File: src/logic/idle_power_map.vh
`ifndef IDLE_POWER_MAP_VH
`define IDLE_POWER_MAP_VH
// clock rate
`define CLK_HZ 40000000
// timing figures as printed, in their own unit
`define IDLE_TIME_S 30
`define SUPPLY_SETTLE_US 50
`define STATUS_FALL_US 30
`define STATUS_RISE_NS 400
`define WAKE_TIME_US 100
// derived cycle counts (longest rounds down, least rounds up)
`define IDLE_CYCLES (`IDLE_TIME_S * `CLK_HZ)
`define SETTLE_CYCLES ((`SUPPLY_SETTLE_US * `CLK_HZ) / 1000000)
`define FALL_CYCLES ((`STATUS_FALL_US * `CLK_HZ) / 1000000)
`define RISE_CYCLES ((`STATUS_RISE_NS * (`CLK_HZ / 1000) + 999999) / 1000000)
`define WAKE_CYCLES ((`WAKE_TIME_US * `CLK_HZ) / 1000000)
// register map
`define ADDR_STATUS 4'h0
`define ADDR_MASK 4'h4
`define ADDR_STATE 4'h8
`define EVT_SLEEP 0
`define EVT_WAKE 1
`define EVT_LINE_LOST 2
`define EVT_READY 3
`define EVT_BITS 4
`endif

File: src/logic/edge_sync.v
`timescale 1ns/1ps
// three-stage synchroniser: edge reported when stages two and three differ
module edge_sync (
  // clock and reset
  input wire mclk,
  input wire reset_n,
  // pin in, synced level and edge out
  input wire pin_in,
  output wire level,
  output wire toggle
);
  reg [2:0] sync_r;
  // stage 0 only feeds stage 1
  always @(posedge mclk) begin
    if (!reset_n) begin
      sync_r <= 3'h0;
    end else begin
      sync_r <= {sync_r[1:0], pin_in};
    end
  end
  // level taken straight from stage three, whatever stage two holds
  assign level = sync_r[2];
  assign toggle = sync_r[1] ^ sync_r[2];
endmodule // edge_sync

File: src/logic/transceiver_idle_power_control.v
// Local design decisions: the strobed register port and the register offsets.
`timescale 1ns/1ps
`include "idle_power_map.vh"
module transceiver_idle_power_control #(
  parameter NUM_TX = 2,
  parameter NUM_RX = 2,
  parameter IDLE_CYCLES = `IDLE_CYCLES,
  parameter SETTLE_CYCLES = `SETTLE_CYCLES,
  parameter FALL_CYCLES = `FALL_CYCLES,
  parameter RISE_CYCLES = `RISE_CYCLES,
  parameter WAKE_CYCLES = `WAKE_CYCLES
) (
  // clock and reset
  input wire mclk,
  input wire reset_n,
  // mode pins
  input wire auto_mode_select_n,
  input wire force_powerdown_n,
  // logic side
  input wire [NUM_TX-1:0] logic_transmit_input,
  output reg [NUM_RX-1:0] logic_receive_output,
  // line side, receive levels already sliced by the analog front end
  input wire [NUM_RX-1:0] line_receive_input,
  input wire [NUM_RX-1:0] line_level_valid,
  output reg [NUM_TX-1:0] line_transmit_output,
  output reg [NUM_TX-1:0] line_transmit_oe,
  // power and status
  output reg pump_enable,
  input wire neg_rail_ok,
  output reg ready,
  output reg line_valid,
  output reg powered,
  // register port
  input wire [3:0] reg_addr,
  input wire [7:0] reg_wdata,
  input wire reg_wr,
  input wire reg_rd,
  output reg [7:0] reg_rdata,
  output reg irq
);
  // one-hot power states; the state register is read back as is,
  // so software sees the same codes as the state machine uses
  localparam ST_OFF = 4'h1;
  localparam ST_WAKE = 4'h2;
  localparam ST_ON = 4'h4;
  localparam ST_IDLE = 4'h8;
  localparam CW = 32;

  wire [NUM_TX-1:0] tx_lvl;
  wire [NUM_TX-1:0] tx_tog;
  wire [NUM_RX-1:0] rx_lvl;
  wire [NUM_RX-1:0] rx_tog;
  wire [NUM_RX-1:0] rv_lvl;
  wire auto_mode_select_n_lvl;
  wire auto_mode_select_n_tog;
  wire force_powerdown_n_lvl;
  wire force_powerdown_n_tog;
  wire ready_lvl;
  wire ready_tog;

  // one synchroniser per pin outside the register port
  // every pin outside the register port is asynchronous to mclk, so each passes three flops;
  // the toggle output is what the activity detector listens to
  // costs three cycles of latency, far below any documented delay
  genvar gi;
  generate
    for (gi = 0; gi < NUM_TX; gi = gi + 1) begin : g_tx
      edge_sync u_tx (
        .mclk(mclk), .reset_n(reset_n),
        .pin_in(logic_transmit_input[gi]),
        .level(tx_lvl[gi]), .toggle(tx_tog[gi])
      );
    end
    for (gi = 0; gi < NUM_RX; gi = gi + 1) begin : g_rx
      edge_sync u_rx (
        .mclk(mclk), .reset_n(reset_n),
        .pin_in(line_receive_input[gi]),
        .level(rx_lvl[gi]), .toggle(rx_tog[gi])
      );
      edge_sync u_rv (
        .mclk(mclk), .reset_n(reset_n),
        .pin_in(line_level_valid[gi]),
        .level(rv_lvl[gi]), .toggle()
      );
    end
  endgenerate

  edge_sync u_auto_mode_select_n (
    .mclk(mclk), .reset_n(reset_n), .pin_in(auto_mode_select_n),
    .level(auto_mode_select_n_lvl), .toggle(auto_mode_select_n_tog)
  );
  edge_sync u_force_powerdown_n (
    .mclk(mclk), .reset_n(reset_n), .pin_in(force_powerdown_n),
    .level(force_powerdown_n_lvl), .toggle(force_powerdown_n_tog)
  );
  edge_sync u_rdy (
    .mclk(mclk), .reset_n(reset_n), .pin_in(neg_rail_ok),
    .level(ready_lvl), .toggle(ready_tog)
  );

  // any transition on any transmit or receive data input; levels play no part
  // a live but static line therefore lets the block fall asleep,
  // which is intended: in auto mode only data movement keeps the drivers on
  // edge only activity
  wire activity = (|tx_tog) | (|rx_tog);
  wire any_valid = |rv_lvl;

  // line_valid filter: slow fall, fast rise
  // the counter restarts whenever the raw level agrees again, so a
  // short dropout shorter than the fall time never reaches status
  // limitation: a chattering line may hold status at its old value
  reg [CW-1:0] vcnt_r;
  always @(posedge mclk) begin
    if (!reset_n) begin
      vcnt_r <= {CW{1'b0}};
      line_valid <= 1'b0;
    end else if (any_valid == line_valid) begin
      vcnt_r <= {CW{1'b0}};
    end else if (line_valid && vcnt_r >= FALL_CYCLES - 1) begin
      line_valid <= 1'b0;
      vcnt_r <= {CW{1'b0}};
    end else if (!line_valid && vcnt_r >= RISE_CYCLES - 1) begin
      line_valid <= 1'b1;
      vcnt_r <= {CW{1'b0}};
    end else begin
      vcnt_r <= vcnt_r + 1'b1;
    end
  end

  // power state machine
  reg [3:0] state_r;
  reg [3:0] state_nxt;
  reg [CW-1:0] cnt_r;
  reg [CW-1:0] cnt_nxt;
  reg [CW-1:0] wake_tgt;
  reg from_idle_r;
  reg from_idle_nxt;
  // one shared counter times the rail settle, the wake and the idle
  // span; only one of them can run at a time, so one adder suffices
  // forced shutdown is checked first in every state so that it wins
  // over activity and over the mode select
  always @* begin
    state_nxt = state_r;
    cnt_nxt = cnt_r;
    from_idle_nxt = from_idle_r;
    // settle time from forced shutdown, wake time from idle sleep
    if (from_idle_r) begin
      wake_tgt = WAKE_CYCLES;
    end else begin
      wake_tgt = SETTLE_CYCLES;
    end
    case (state_r)
      ST_OFF: begin
        if (force_powerdown_n_lvl) begin
          state_nxt = ST_WAKE;
          cnt_nxt = {CW{1'b0}};
          from_idle_nxt = 1'b0;
        end
      end
      ST_WAKE: begin
        // pumps run here, drivers stay floating until the settle or wake count runs out
        // rails settle before driving
        if (!force_powerdown_n_lvl) begin
          state_nxt = ST_OFF;
        end else if (cnt_r >= wake_tgt - 1) begin
          state_nxt = ST_ON;
          cnt_nxt = {CW{1'b0}};
          from_idle_nxt = 1'b0;
        end else begin
          cnt_nxt = cnt_r + 1'b1;
        end
      end
      ST_ON: begin
        // full power; the counter measures the quiet span
        if (!force_powerdown_n_lvl) begin
          state_nxt = ST_OFF;
        end else if (auto_mode_select_n_lvl || activity) begin
          cnt_nxt = {CW{1'b0}};
        end else if (cnt_r >= IDLE_CYCLES - 1) begin
          state_nxt = ST_IDLE;
          cnt_nxt = {CW{1'b0}};
        end else begin
          cnt_nxt = cnt_r + 1'b1;
        end
      end
      ST_IDLE: begin
        // low power; receivers still run so edges can be seen
        if (!force_powerdown_n_lvl) begin
          state_nxt = ST_OFF;
        // any edge wakes
        // a raised select also wakes, which a looped status relies on
        end else if (activity || auto_mode_select_n_lvl) begin
          state_nxt = ST_WAKE;
          cnt_nxt = {CW{1'b0}};
          from_idle_nxt = 1'b1;
        end
      end
      default: begin
        state_nxt = ST_OFF;
        cnt_nxt = {CW{1'b0}};
      end
    endcase
  end

  always @(posedge mclk) begin
    if (!reset_n) begin
      state_r <= ST_OFF;
      cnt_r <= {CW{1'b0}};
      from_idle_r <= 1'b0;
    end else begin
      state_r <= state_nxt;
      cnt_r <= cnt_nxt;
      from_idle_r <= from_idle_nxt;
    end
  end

  // auto mode gates the idle path
  wire on_nxt = (state_nxt == ST_ON);
  wire pump_nxt = (state_nxt == ST_WAKE) | (state_nxt == ST_ON);

  // pins: pumps, drivers, ready, receivers
  // pumps, drivers enable, ready and powered are registered from the next state, so they change
  // in the same cycle as the state register and never glitch
  // the receive path is not gated by any power state
  always @(posedge mclk) begin
    if (!reset_n) begin
      pump_enable <= 1'b0;
      line_transmit_oe <= {NUM_TX{1'b0}};
      line_transmit_output <= {NUM_TX{1'b0}};
      logic_receive_output <= {NUM_RX{1'b0}};
      ready <= 1'b0;
      powered <= 1'b0;
    end else begin
      pump_enable <= pump_nxt;
      line_transmit_oe <= {NUM_TX{on_nxt}};
      // inverting drivers
      line_transmit_output <= ~tx_lvl;
      logic_receive_output <= ~rx_lvl;
      ready <= pump_nxt & ready_lvl;
      powered <= on_nxt;
    end
  end

  // events and register port
  // each event is a one-cycle pulse from the state machine, the filter or the rail synchroniser
  // sleep covers both forced and idle power-down
  reg [`EVT_BITS-1:0] evt_r;
  reg [`EVT_BITS-1:0] mask_r;
  wire [`EVT_BITS-1:0] evt_in;
  assign evt_in[`EVT_SLEEP] = (state_r != ST_OFF) & (state_nxt == ST_OFF)
    | (state_r == ST_ON) & (state_nxt == ST_IDLE);
  assign evt_in[`EVT_WAKE] = (state_r != ST_ON) & on_nxt;
  // invalid line reported as event, in the cycle status falls
  assign evt_in[`EVT_LINE_LOST] = line_valid & ~any_valid
    & (vcnt_r >= FALL_CYCLES - 1);
  assign evt_in[`EVT_READY] = ready_tog & ready_lvl;
  wire wr_st = reg_wr & (reg_addr == `ADDR_STATUS);
  wire wr_mk = reg_wr & (reg_addr == `ADDR_MASK);

  // set wins over write-one-to-clear
  // irq is computed from the next status and mask so that it moves
  // in the same cycle as the registers it reflects
  always @(posedge mclk) begin
    if (!reset_n) begin
      evt_r <= {`EVT_BITS{1'b0}};
      mask_r <= {`EVT_BITS{1'b0}};
      irq <= 1'b0;
    end else begin
      evt_r <= (evt_r & ~({`EVT_BITS{wr_st}} & reg_wdata[`EVT_BITS-1:0]))
        | evt_in;
      if (wr_mk) begin
        mask_r <= reg_wdata[`EVT_BITS-1:0];
      end
      irq <= |(((evt_r & ~({`EVT_BITS{wr_st}} & reg_wdata[`EVT_BITS-1:0]))
        | evt_in) & (wr_mk ? reg_wdata[`EVT_BITS-1:0] : mask_r));
    end
  end

  // read data one cycle after the strobe, zero otherwise
  // unmapped addresses read as zero; the state word holds both
  // synced mode pins so software can see what the block acts on
  always @(posedge mclk) begin
    if (!reset_n) begin
      reg_rdata <= 8'h00;
    end else if (reg_rd) begin
      case (reg_addr)
        `ADDR_STATUS: reg_rdata <= {4'h0, evt_r};
        `ADDR_MASK: reg_rdata <= {4'h0, mask_r};
        `ADDR_STATE: reg_rdata <= {line_valid, ready, force_powerdown_n_lvl, auto_mode_select_n_lvl,
          state_r};
        default: reg_rdata <= 8'h00;
      endcase
    end else begin
      reg_rdata <= 8'h00;
    end
  end
endmodule // transceiver_idle_power_control

File: config.mk
export PLATFORM = sky130hd
export DESIGN_NAME = transceiver_idle_power_control
export DESIGN_NICKNAME = d
export VERILOG_FILES = /design/src/logic/edge_sync.v /design/src/logic/transceiver_idle_power_control.v
export VERILOG_INCLUDE_DIRS = /design/src /design/src/logic
export SDC_FILE = /design/constraint.sdc
export NUM_CORES = 1
export LEC_CHECK = 0
export BUFFER_PORTS_ARGS = -buffer_cell sky130_fd_sc_hd__buf_2
export CELL_PAD_IN_SITES_DETAIL_PLACEMENT = 1
export CELL_PAD_IN_SITES_GLOBAL_PLACEMENT = 1
export CORE_AREA = 2 2 123 101
export DETAILED_ROUTE_END_ITERATION = 16
export DIE_AREA = 0 0 125 103
export MAX_ROUTING_LAYER = met4
export PLACE_DENSITY_LB_ADDON = 0.1
export RECOVER_POWER = 100
export SYNTH_ARGS = -nofsm -noshare
export SYNTH_HDL_FRONTEND = slang
export SYNTH_HIERARCHICAL = 1
export SYNTH_SLANG_ARGS = --single-unit
File: constraint.sdc
create_clock -name mclk -period 4.5 [get_ports mclk]
set_clock_uncertainty 0.1 [all_clocks]
set_input_delay 0.225 -clock mclk [delete_from_list [all_inputs] [get_ports mclk]]
set_output_delay 0.225 -clock mclk [all_outputs]
set_load 0.005 [all_outputs]
# Word-level counts from Yosys, hierarchy flattened
# Cells that the tools add are included.
[word_totals]
regBits = 122
elab_cells = 122
output_inout_bits = 19
[classes]
add_sub_neg = 3
n_lt_le_gt_ge = 4
n_eq_ne = 19
n_mux = 29
bitwise = 27
reduce_logical = 16
[ops]
columns = ["operator", "count"]
rows = [
  ["2-to-1 mux 32 bit", 9],
  ["case mux 32 bit (4 select lines)", 1],
  ["adder 32 x 1 -> 32 bit, second input constant", 2],
  ["2-to-1 mux 4 bit", 9],
  ["greater-or-equal comparator 32 x 11 -> 1 bit, second input constant", 1],
  ["greater-or-equal comparator 32 x 31 -> 1 bit, second input constant", 1],
  ["greater-or-equal comparator 32 bit", 1],
  ["greater-or-equal comparator 32 x 4 -> 1 bit, second input constant", 1],
  ["subtractor 32 x 1 -> 32 bit, second input constant", 1],
  ["case mux 8 bit (3 select lines)", 1],
  ["case mux 4 bit (4 select lines)", 1],
  ["AND 4 bit", 3],
  ["== test 4 x 3 -> 1 bit, second input constant", 3],
  ["== test 4 bit, second input constant", 3],
  ["AND 1 bit", 9],
  ["== test 4 x 1 -> 1 bit, second input constant", 2],
  ["== test 4 x 2 -> 1 bit, second input constant", 2],
  ["inequality test 2 x 1 -> 1 bit, second input constant", 4],
  ["OR reduction 4 bit", 2],
  ["2-to-1 mux 1 bit", 7],
  ["AND reduction 6 bit", 1],
  ["OR reduction 2 bit", 3],
  ["AND reduction 5 bit", 1],
  ["XOR 1 bit", 5],
  ["other kinds (17)", 25],
]

# Logic depth before layout (Yosys ltp)
# Gate-level depths: netlist (run 1).
[depth]
depth_word = 13
depth_mapped = 9
ltp_nobuf = 8

# Cells and area by module
# The synthesis (run 1) kept the hierarchy.
[by_module_without_submodules]
columns = ["mod", "area_each_um2", "cells_per_inst", "instances"]
rows = [
  ["transceiver_idle_power_control", 5016.1, 520, 1],
  ["edge_sync", 88.8, 7, 9],
]

# Worst setup path before layout (run 1)
# No wires, ideal clock.
[synth_timing]
path_type = "reg2reg"
from = "register from_idle_r"
to = "register cnt_r[10]"
period_less_slack_ps = 2811
setup_slack_ps = 1689
t_arrival_ps = 2599
required_ps = 4288
setup_time_ps = 112
path_buffers = 1
path_stages_with_launch = 10
cell_sequence = "dfxtp_1 -> inv_1 -> ha_1 -> a211oi_1 -> nor2_1 -> a211o_1 -> o311ai_2 -> a21oi_4 -> buf_6 -> a2111oi_1"
[synth_between]
elab_chain_cells = 6
[synth_lines]
columns = ["item", "line_no", "text"]
rows = [
  ["start: declaration", "transceiver_idle_power_control.v:136", "reg from_idle_r;"],
  ["start signal: assignment", "transceiver_idle_power_control.v:213", "from_idle_r <= from_idle_nxt;"],
  ["2-to-1 mux 32 bit", "transceiver_idle_power_control.v:147", "if (from_idle_r) begin"],
  ["subtractor 32 x 1 -> 32 bit", "transceiver_idle_power_control.v:165", "end else if (cnt_r >= wake_tgt - 1) begin"],
  ["greater-or-equal comparator 32 bit", "transceiver_idle_power_control.v:165", ""],
  ["2-to-1 mux 32 bit", "transceiver_idle_power_control.v:165", ""],
  ["2-to-1 mux 32 bit", "transceiver_idle_power_control.v:163", "if (!force_powerdown_n_lvl) begin"],
  ["case mux 32 bit (4 select lines)", "transceiver_idle_power_control.v:152", "case (state_r)"],
  ["end signal: assignment", "transceiver_idle_power_control.v:208", "cnt_r <= {CW{1'b0}};"],
  ["end signal: assignment", "transceiver_idle_power_control.v:212", "cnt_r <= cnt_nxt;"],
  ["end: declaration", "transceiver_idle_power_control.v:133", "reg [CW-1:0] cnt_r;"],
]
# No other way between the ends. The select of a mux whose other input is x is not followed.
# A chain may end at the register's enable or synchronous reset.

# Worst setup path in the final report (run 1)
[layout_timing]
from = "register from_idle_r"
to = "register cnt_r[3]"
# The elaborated chain is that of the path after synthesis.

==> results.md, run 1 <==
- Core Area: 0.0118 sq mm
- First-pass GRT wire length: 24.8 mm
- Reg2Reg Capture Point: cnt_r[3]
- Hold WC Path Type: in -> reg
- Slew headroom: -14.1%
- Final instance area: 0.00677 sq mm
- Die Wd: 125 um
- Worst-Margin Slew: 1710 ps
- Max Cap Viol: 1
- Die Area: 0.0129 sq mm
- Die Ht: 103 um
- H-tree depth: 4
- Critical path type: reg -> reg
- CTS clk-pin slew, worst paths: 60 ps
- PwrDens: 374 mW/mm^2
- Fin. max-slew vios: 46
- All-Layer GR Usage: 25.2%
- Starting DRT DRC Count: 263
- Failing checks: capacitance limit, slew limit
- Outcome: finished, violations left
- IO Port Bufs: 39
- Largest net degree at the start of global routing: 46
- Max VDD drop: 301 uV
- CTS sink count: 121
- Pwr Total: 2.53 mW
- Routed wire per std cell: 18.6 um
- DRT antenna net count: 0
- Row cnt: 36
- P_leak: 2.49 nW
- Area of the mapped netlist: 0.00578 sq mm
- Initial Util: 49.0%
- CTS buffer count: 17
- CTS tree: built
- Worst Path Max Fanout: 22
- Drt pass-1 iters: 4
- Final setup viols: 0
- Flop2flop setup slack: 770 ps
- Crit start category: register
- Worst Setup End Kind: register
- Setup TNS Final: 0 ps
- Gr ovfl total: 0
- Crit path from: from_idle_r
- Clk_lat worst skew: 430 ps
- Worst EP arrival: 3870 ps
- Avg Cell Area, Syn: 9.98 sq um
- Post-CTS Setup Bufs: 0
- DR vias/cell: 5.79
- Layout cell share with drive strength beyond 1: 19.3%
- R2R depth: 9
- YS warnings: 6
- Fin crit period: 3730 ps
- Antenna diodes: 0
- Clock Path Buffers: 2
- F_max: 268 MHz
- Routed WL: 15.1 mm
- Final Hold Viols: 0
- Total Nets Final: 698
- I/O pin count: 44
- Hold path startpoint: reg_wdata[1]
- HPWL after DPL: 9.97 mm
- Number of global-route vias before repair: 4773
- Setup crit end: cnt_r[3]
- Final period util: 82.9%
- RePlAce Congestion: 0.817
- DP Area: 0.00614 sq mm
- Drt drc: 0
- Via count: 4686
- Synthesis-to-finish area growth: 17.1%
- R2r startpoint: from_idle_r
- Worst endpoint required time: 4640 ps
- Initial antenna violation count: 0
- CTS root buf: clkbuf_16
- RSZ-0062 raised after global routing: false
- Gate Count Post-Synth: 579
[critical path: stages, from the launching register on]
cell and delay, ps:
dfxtp_1 460, inv_1 430, ha_1 490, nand4_1 150, nor4_1 650, a2bb2oi_1 220, and3_1 300, a21oi_4 370
buf_4 260, a2111oi_0 110
[cells in the final DEF, fill, tap and decap left out, types with 4 or more instances in the layout]
master	instances
a2111oi_0	5
a2111oi_2	23
a211oi_1	30
a21oi_1	20
and2_0	18
and2_1	14
and2_2	9
and3_1	12
and4_1	5
buf_2	31
buf_4	7
clkbuf_1	10
clkbuf_16	17
conb_1	21
dfxtp_1	121
dlygate4sd3_1	9
ha_1	28
inv_1	10
inv_6	4
mux2i_1	5
nand2_1	33
nand3_1	18
nand3b_1	5
nand4_1	22
nor2_1	40
nor2b_1	4
nor3_1	6
nor4_1	6
o21ai_0	8
xnor2_1	30
xor2_1	10
[worst min path at each step]
stage | cells after the start | to
6_report | 3 | mask_r[1]
2_1_floorplan | 1 | g_rx[0].u_rv/sync_r[0]
4_1_cts | 3 | mask_r[1]
5_1_grt | 3 | mask_r[1]
3_5_place_dp | 1 | g_tx[1].u_tx/sync_r[1]
3_3_place_gp | 1 | g_rx[1].u_rv/sync_r[1]
[registers in the layout (all words and copies together), names as in the netlist, 2 cells and up]
register and count:
cnt_r 32, vcnt_r 32, reg_rdata 8, g_rx.u_rv/sync_r 6, g_rx.u_rx/sync_r 6, g_tx.u_tx/sync_r 6, evt_r 4, mask_r 4
state_r 4, u_auto_mode_select_n/sync_r 3, u_force_powerdown_n/sync_r 3, u_rdy/sync_r 3, line_transmit_output 2, logic_receive_output 2
[repair_timing]
item | in CTS | in global routing
endpoints found under the hold margin | 9 | 0
hold buffers | 9 | 0
resized for setup | 0 | 0
[per-layer routing]
layer  wire length, um  vias up  track usage [%]
li1                  -     2263                -
met1              7240     2314             32.0
met2              7020       97             40.0
met3               675       12             6.02
met4               127        0             8.46
met5                 0        -                -
[where the power goes]
group / internal [mW] / total [mW] / leakage, nW / switching, mW
combinational: 0.0459 / 0.110 / 1.22 / 0.0638
sequential: 1.10 / 1.11 / 0.989 / 0.0146
clock: 0.796 / 1.31 / 0.275 / 0.513
total: 1.94 / 2.53 / 2.49 / 0.591
[layout make-up]
cell class,instances,area [sq um]
Inverter,11,41.3
Multi-Input combinational cell,438,3210
Clock buffer,21,460
Clock inverter,11,111
Timing Repair Buffer,56,332
Tap cell,152,190
Sequential cell,121,2420
Fill cell,1288,5030
[metrics by stage]
stage | hold WS (ps) | util [%] | worst slack [ps] | instances
2_1_floorplan | 247 | - | 1690 | 599
3_3_place_gp | 307 | 52.1 | 915 | 769
3_5_place_dp | 314 | 52.1 | 793 | 769
4_1_cts | 42.8 | 57.7 | 779 | 810
5_1_grt | 56.5 | 57.4 | 556 | 810
6_report | 62.1 | 57.4 | 769 | 810
Power figures use the tool's default switching activity.
==> run 2: changes to the inputs <==
--- a/config.mk
+++ b/config.mk
@@ -9,9 +9,9 @@
 export BUFFER_PORTS_ARGS = -buffer_cell sky130_fd_sc_hd__buf_2
 export CELL_PAD_IN_SITES_DETAIL_PLACEMENT = 1
 export CELL_PAD_IN_SITES_GLOBAL_PLACEMENT = 1
-export CORE_AREA = 2 2 123 101
+export CORE_AREA = 2 2 134 110
 export DETAILED_ROUTE_END_ITERATION = 16
-export DIE_AREA = 0 0 125 103
+export DIE_AREA = 0 0 136 112
 export MAX_ROUTING_LAYER = met4
 export PLACE_DENSITY_LB_ADDON = 0.1
 export RECOVER_POWER = 100
==> constraint.sdc (replaced) <==
create_clock -name mclk -period 3.2 [get_ports mclk]
set_clock_uncertainty 0.1 [all_clocks]
set_input_delay 0.16 -clock mclk [delete_from_list [all_inputs] [get_ports mclk]]
set_output_delay 0.16 -clock mclk [all_outputs]
set_load 0.005 [all_outputs]
==> run 2 against run 1 <==
  * The run still ends with capacitance limit, slew limit left
  * Count of clock-buffer cells in the layout decreased by 3
  * First-iteration DRC count increased by 7.2%
  * Global-route usage decreased by 3.8 points
  * Clock power increased by 53%
==> results.md, run 2 (synthesis gave the netlist of run 1 again) <==
- Max Cap Viol: 1
- Final worst slack: 233 ps
- Row cnt: 39
- Max incr delay on CP: 510 ps
- Comb power frac: 4.1%
- First-pass GRT wire length: 25.1 mm
- F_max: 337 MHz
- RSZ-0062 raised after global routing: false
- Critical path type: reg -> reg
- Crit start category: register
- Worst-Margin Slew: 1710 ps
- Starting DRT DRC Count: 282
- CTS root buf: clkbuf_16
- RePlAce Congestion: 0.778
- Bufs and invs on worst path: 3
- Number of global-route vias before repair: 4908
- All-Layer GR Usage: 21.4%
- Worst Setup End Kind: register
- Initial antenna violation count: 1
- Fin crit period: 2970 ps
- P_sw: 0.901 mW
- Fin. max-slew vios: 46
- Core Area: 0.0140 sq mm
- Failing checks: capacitance limit, slew limit
- Routed wire per std cell: 17.5 um
- IO Port Bufs: 39
- DRT antenna net count: 0
- Slew headroom: -14.1%
- CTS tree: built
- Place WS: 90.3 ps
- Worst EP arrival: 3110 ps
- Via count: 4602
- Routed WL: 14.9 mm
- Largest net degree at the start of global routing: 46
- Hold path startpoint: reg_rd
- CTS buffer count: 17
- Outcome: finished, violations left
- Non-filler cells, final: 850
- Total Nets Final: 706
- Largest regs: cnt_r: 32 flops, vcnt_r: 32 flops, reg_rdata: 8 flops
- Int Power: 2.82 mW
- Hold endpoint: reg_rdata[1]
- DP Area: 0.00624 sq mm
- CTS clk-pin slew, worst paths: 60 ps
- Crit-path cells: clkinvlp_4 > clkbuf_1 > ha_1 > nand3b_1 > or4_1 > a21oi_1 > o311ai_2 > a21oi_4 > buf_12 > a2111oi_0
- R2r startpoint: from_idle_r
- Gr ovfl total: 0
- Final Hold Viols: 0
- Synthesis-to-finish area growth: 20.2%
- H-tree depth: 4
- HPWL after DPL: 10.2 mm
- Flop2flop setup slack: 230 ps
- DP Cell Count: 805
- WHS: 15.6 ps
- Die Wd: 136 um
- Clock Path Buffers: 2
- Clk_lat worst skew: 420 ps
- Die Area: 0.0152 sq mm
- Initial Util: 41.4%
- Part of the power in registers: 42.1%
- R2R depth: 10
- Hold path depth: 3
- Worst endpoint required time: 3340 ps
- I/O pin count: 44
- Antenna diodes: 0
- Sw Ratio: 24.2%
- Commonest non-fill, non-tap cell in the layout: dfxtp_1
- Clock power frac: 53.8%
- Crit path from: from_idle_r
- Die Ht: 112 um
- Most frequent cells in the layout: dfxtp_1, nor2_1, nand2_1
- Cell family with most CP delay: compound AO/OA/AOI/OAI gates
- Reg2Reg Capture Point: cnt_r[6]
- Crit-path slowest cell: or4_1
- Pwr Total: 3.72 mW
- Drt drc: 0
- DR vias/cell: 5.41
- CTS sink count: 121
- Final setup viols: 0
- Drt pass-1 iters: 4
- Layout cell share with drive strength beyond 1: 19.8%
- Worst Path Max Fanout: 32
- Final period util: 92.7%
- P_leak: 2.55 nW
- Max VDD drop: 362 uV
- Post-route core utilization: 49.8%
- Final instance area: 0.00695 sq mm
- Hold WC Path Type: in -> reg
- PwrDens: 535 mW/mm^2
- Number of fill cells: 1598
- Setup TNS Final: 0 ps
[run 2: cell types whose count changed in the layout (fill, tap and decap cells not counted), sizes merged]
| cell | before | now |
|---|---|---|
| buf | 39 | 38 |
| bufinv | 1 | 2 |
| clkinvlp | 2 | 3 |
| dlygate4sd3 | 9 | 10 |
| inv | 14 | 17 |
| clkbuf | 29 | 32 |
[run 2: layout make-up]
cell class | count | area [sq um] | share of cell area (%)
Multi-Input combinational cell | 438 | 3230 | 46.4
Tap cell | 184 | 230 | 3.31
Clock inverter | 14 | 178 | 2.56
Sequential cell | 121 | 2420 | 34.9
Inverter | 11 | 45.0 | 0.648
Clock buffer | 18 | 439 | 6.32
Timing Repair inverter | 2 | 15.0 | 0.216
Timing Repair Buffer | 62 | 393 | 5.65
[run 2: how the worst max path moves through the flow]
stage | end | cells past startpoint
after floorplan | cnt_r[10] | 9
after detailed placement | cnt_r[6] | 9
after CTS | cnt_r[6] | 9
after global placement | cnt_r[6] | 9
final | cnt_r[6] | 10
after global routing | cnt_r[3] | 10
[run 2: per-layer routing]
layer	vias to the layer above	part of all wire [%]	track usage (%)
li1	2267	-	-
met1	2253	50	29.0
met2	75	46	32.2
met3	7	3.9	4.92
met4	0	0.54	5.63
met5	-	0	-
[run 2: worst reg2reg max path: cells and delay by family (launching register included)]
kind	cells	cell delay (ps)
flip-flops	1	440
AO/OA/AOI/OAI	4	690
buffers and inverters	3	640
adder cells (fa/ha/maj)	1	320
AND/OR/NAND/NOR	2	600
[run 2: power groups by stage]
| stage | registers [mW] | logic, mW | clock network [mW] |
|---|---|---|---|
| 6_report | 1.57 | 0.153 | 2.00 |
| 3_3_place_gp | 1.60 | 0.141 | 0 |
| 2_1_floorplan | 1.59 | 0.0948 | 0 |
| 3_5_place_dp | 1.60 | 0.145 | 0 |
| 5_1_grt | 1.57 | 0.170 | 2.12 |
| 4_1_cts | 1.57 | 0.156 | 2.04 |
[run 2: what timing repair did]
item                                    4_1_cts  5_1_grt
buffers inserted                              0        1
endpoints found under the hold margin        10        0
hold buffers                                 10        0
endpoints found under the setup margin        0       14
resized for setup                             0        5
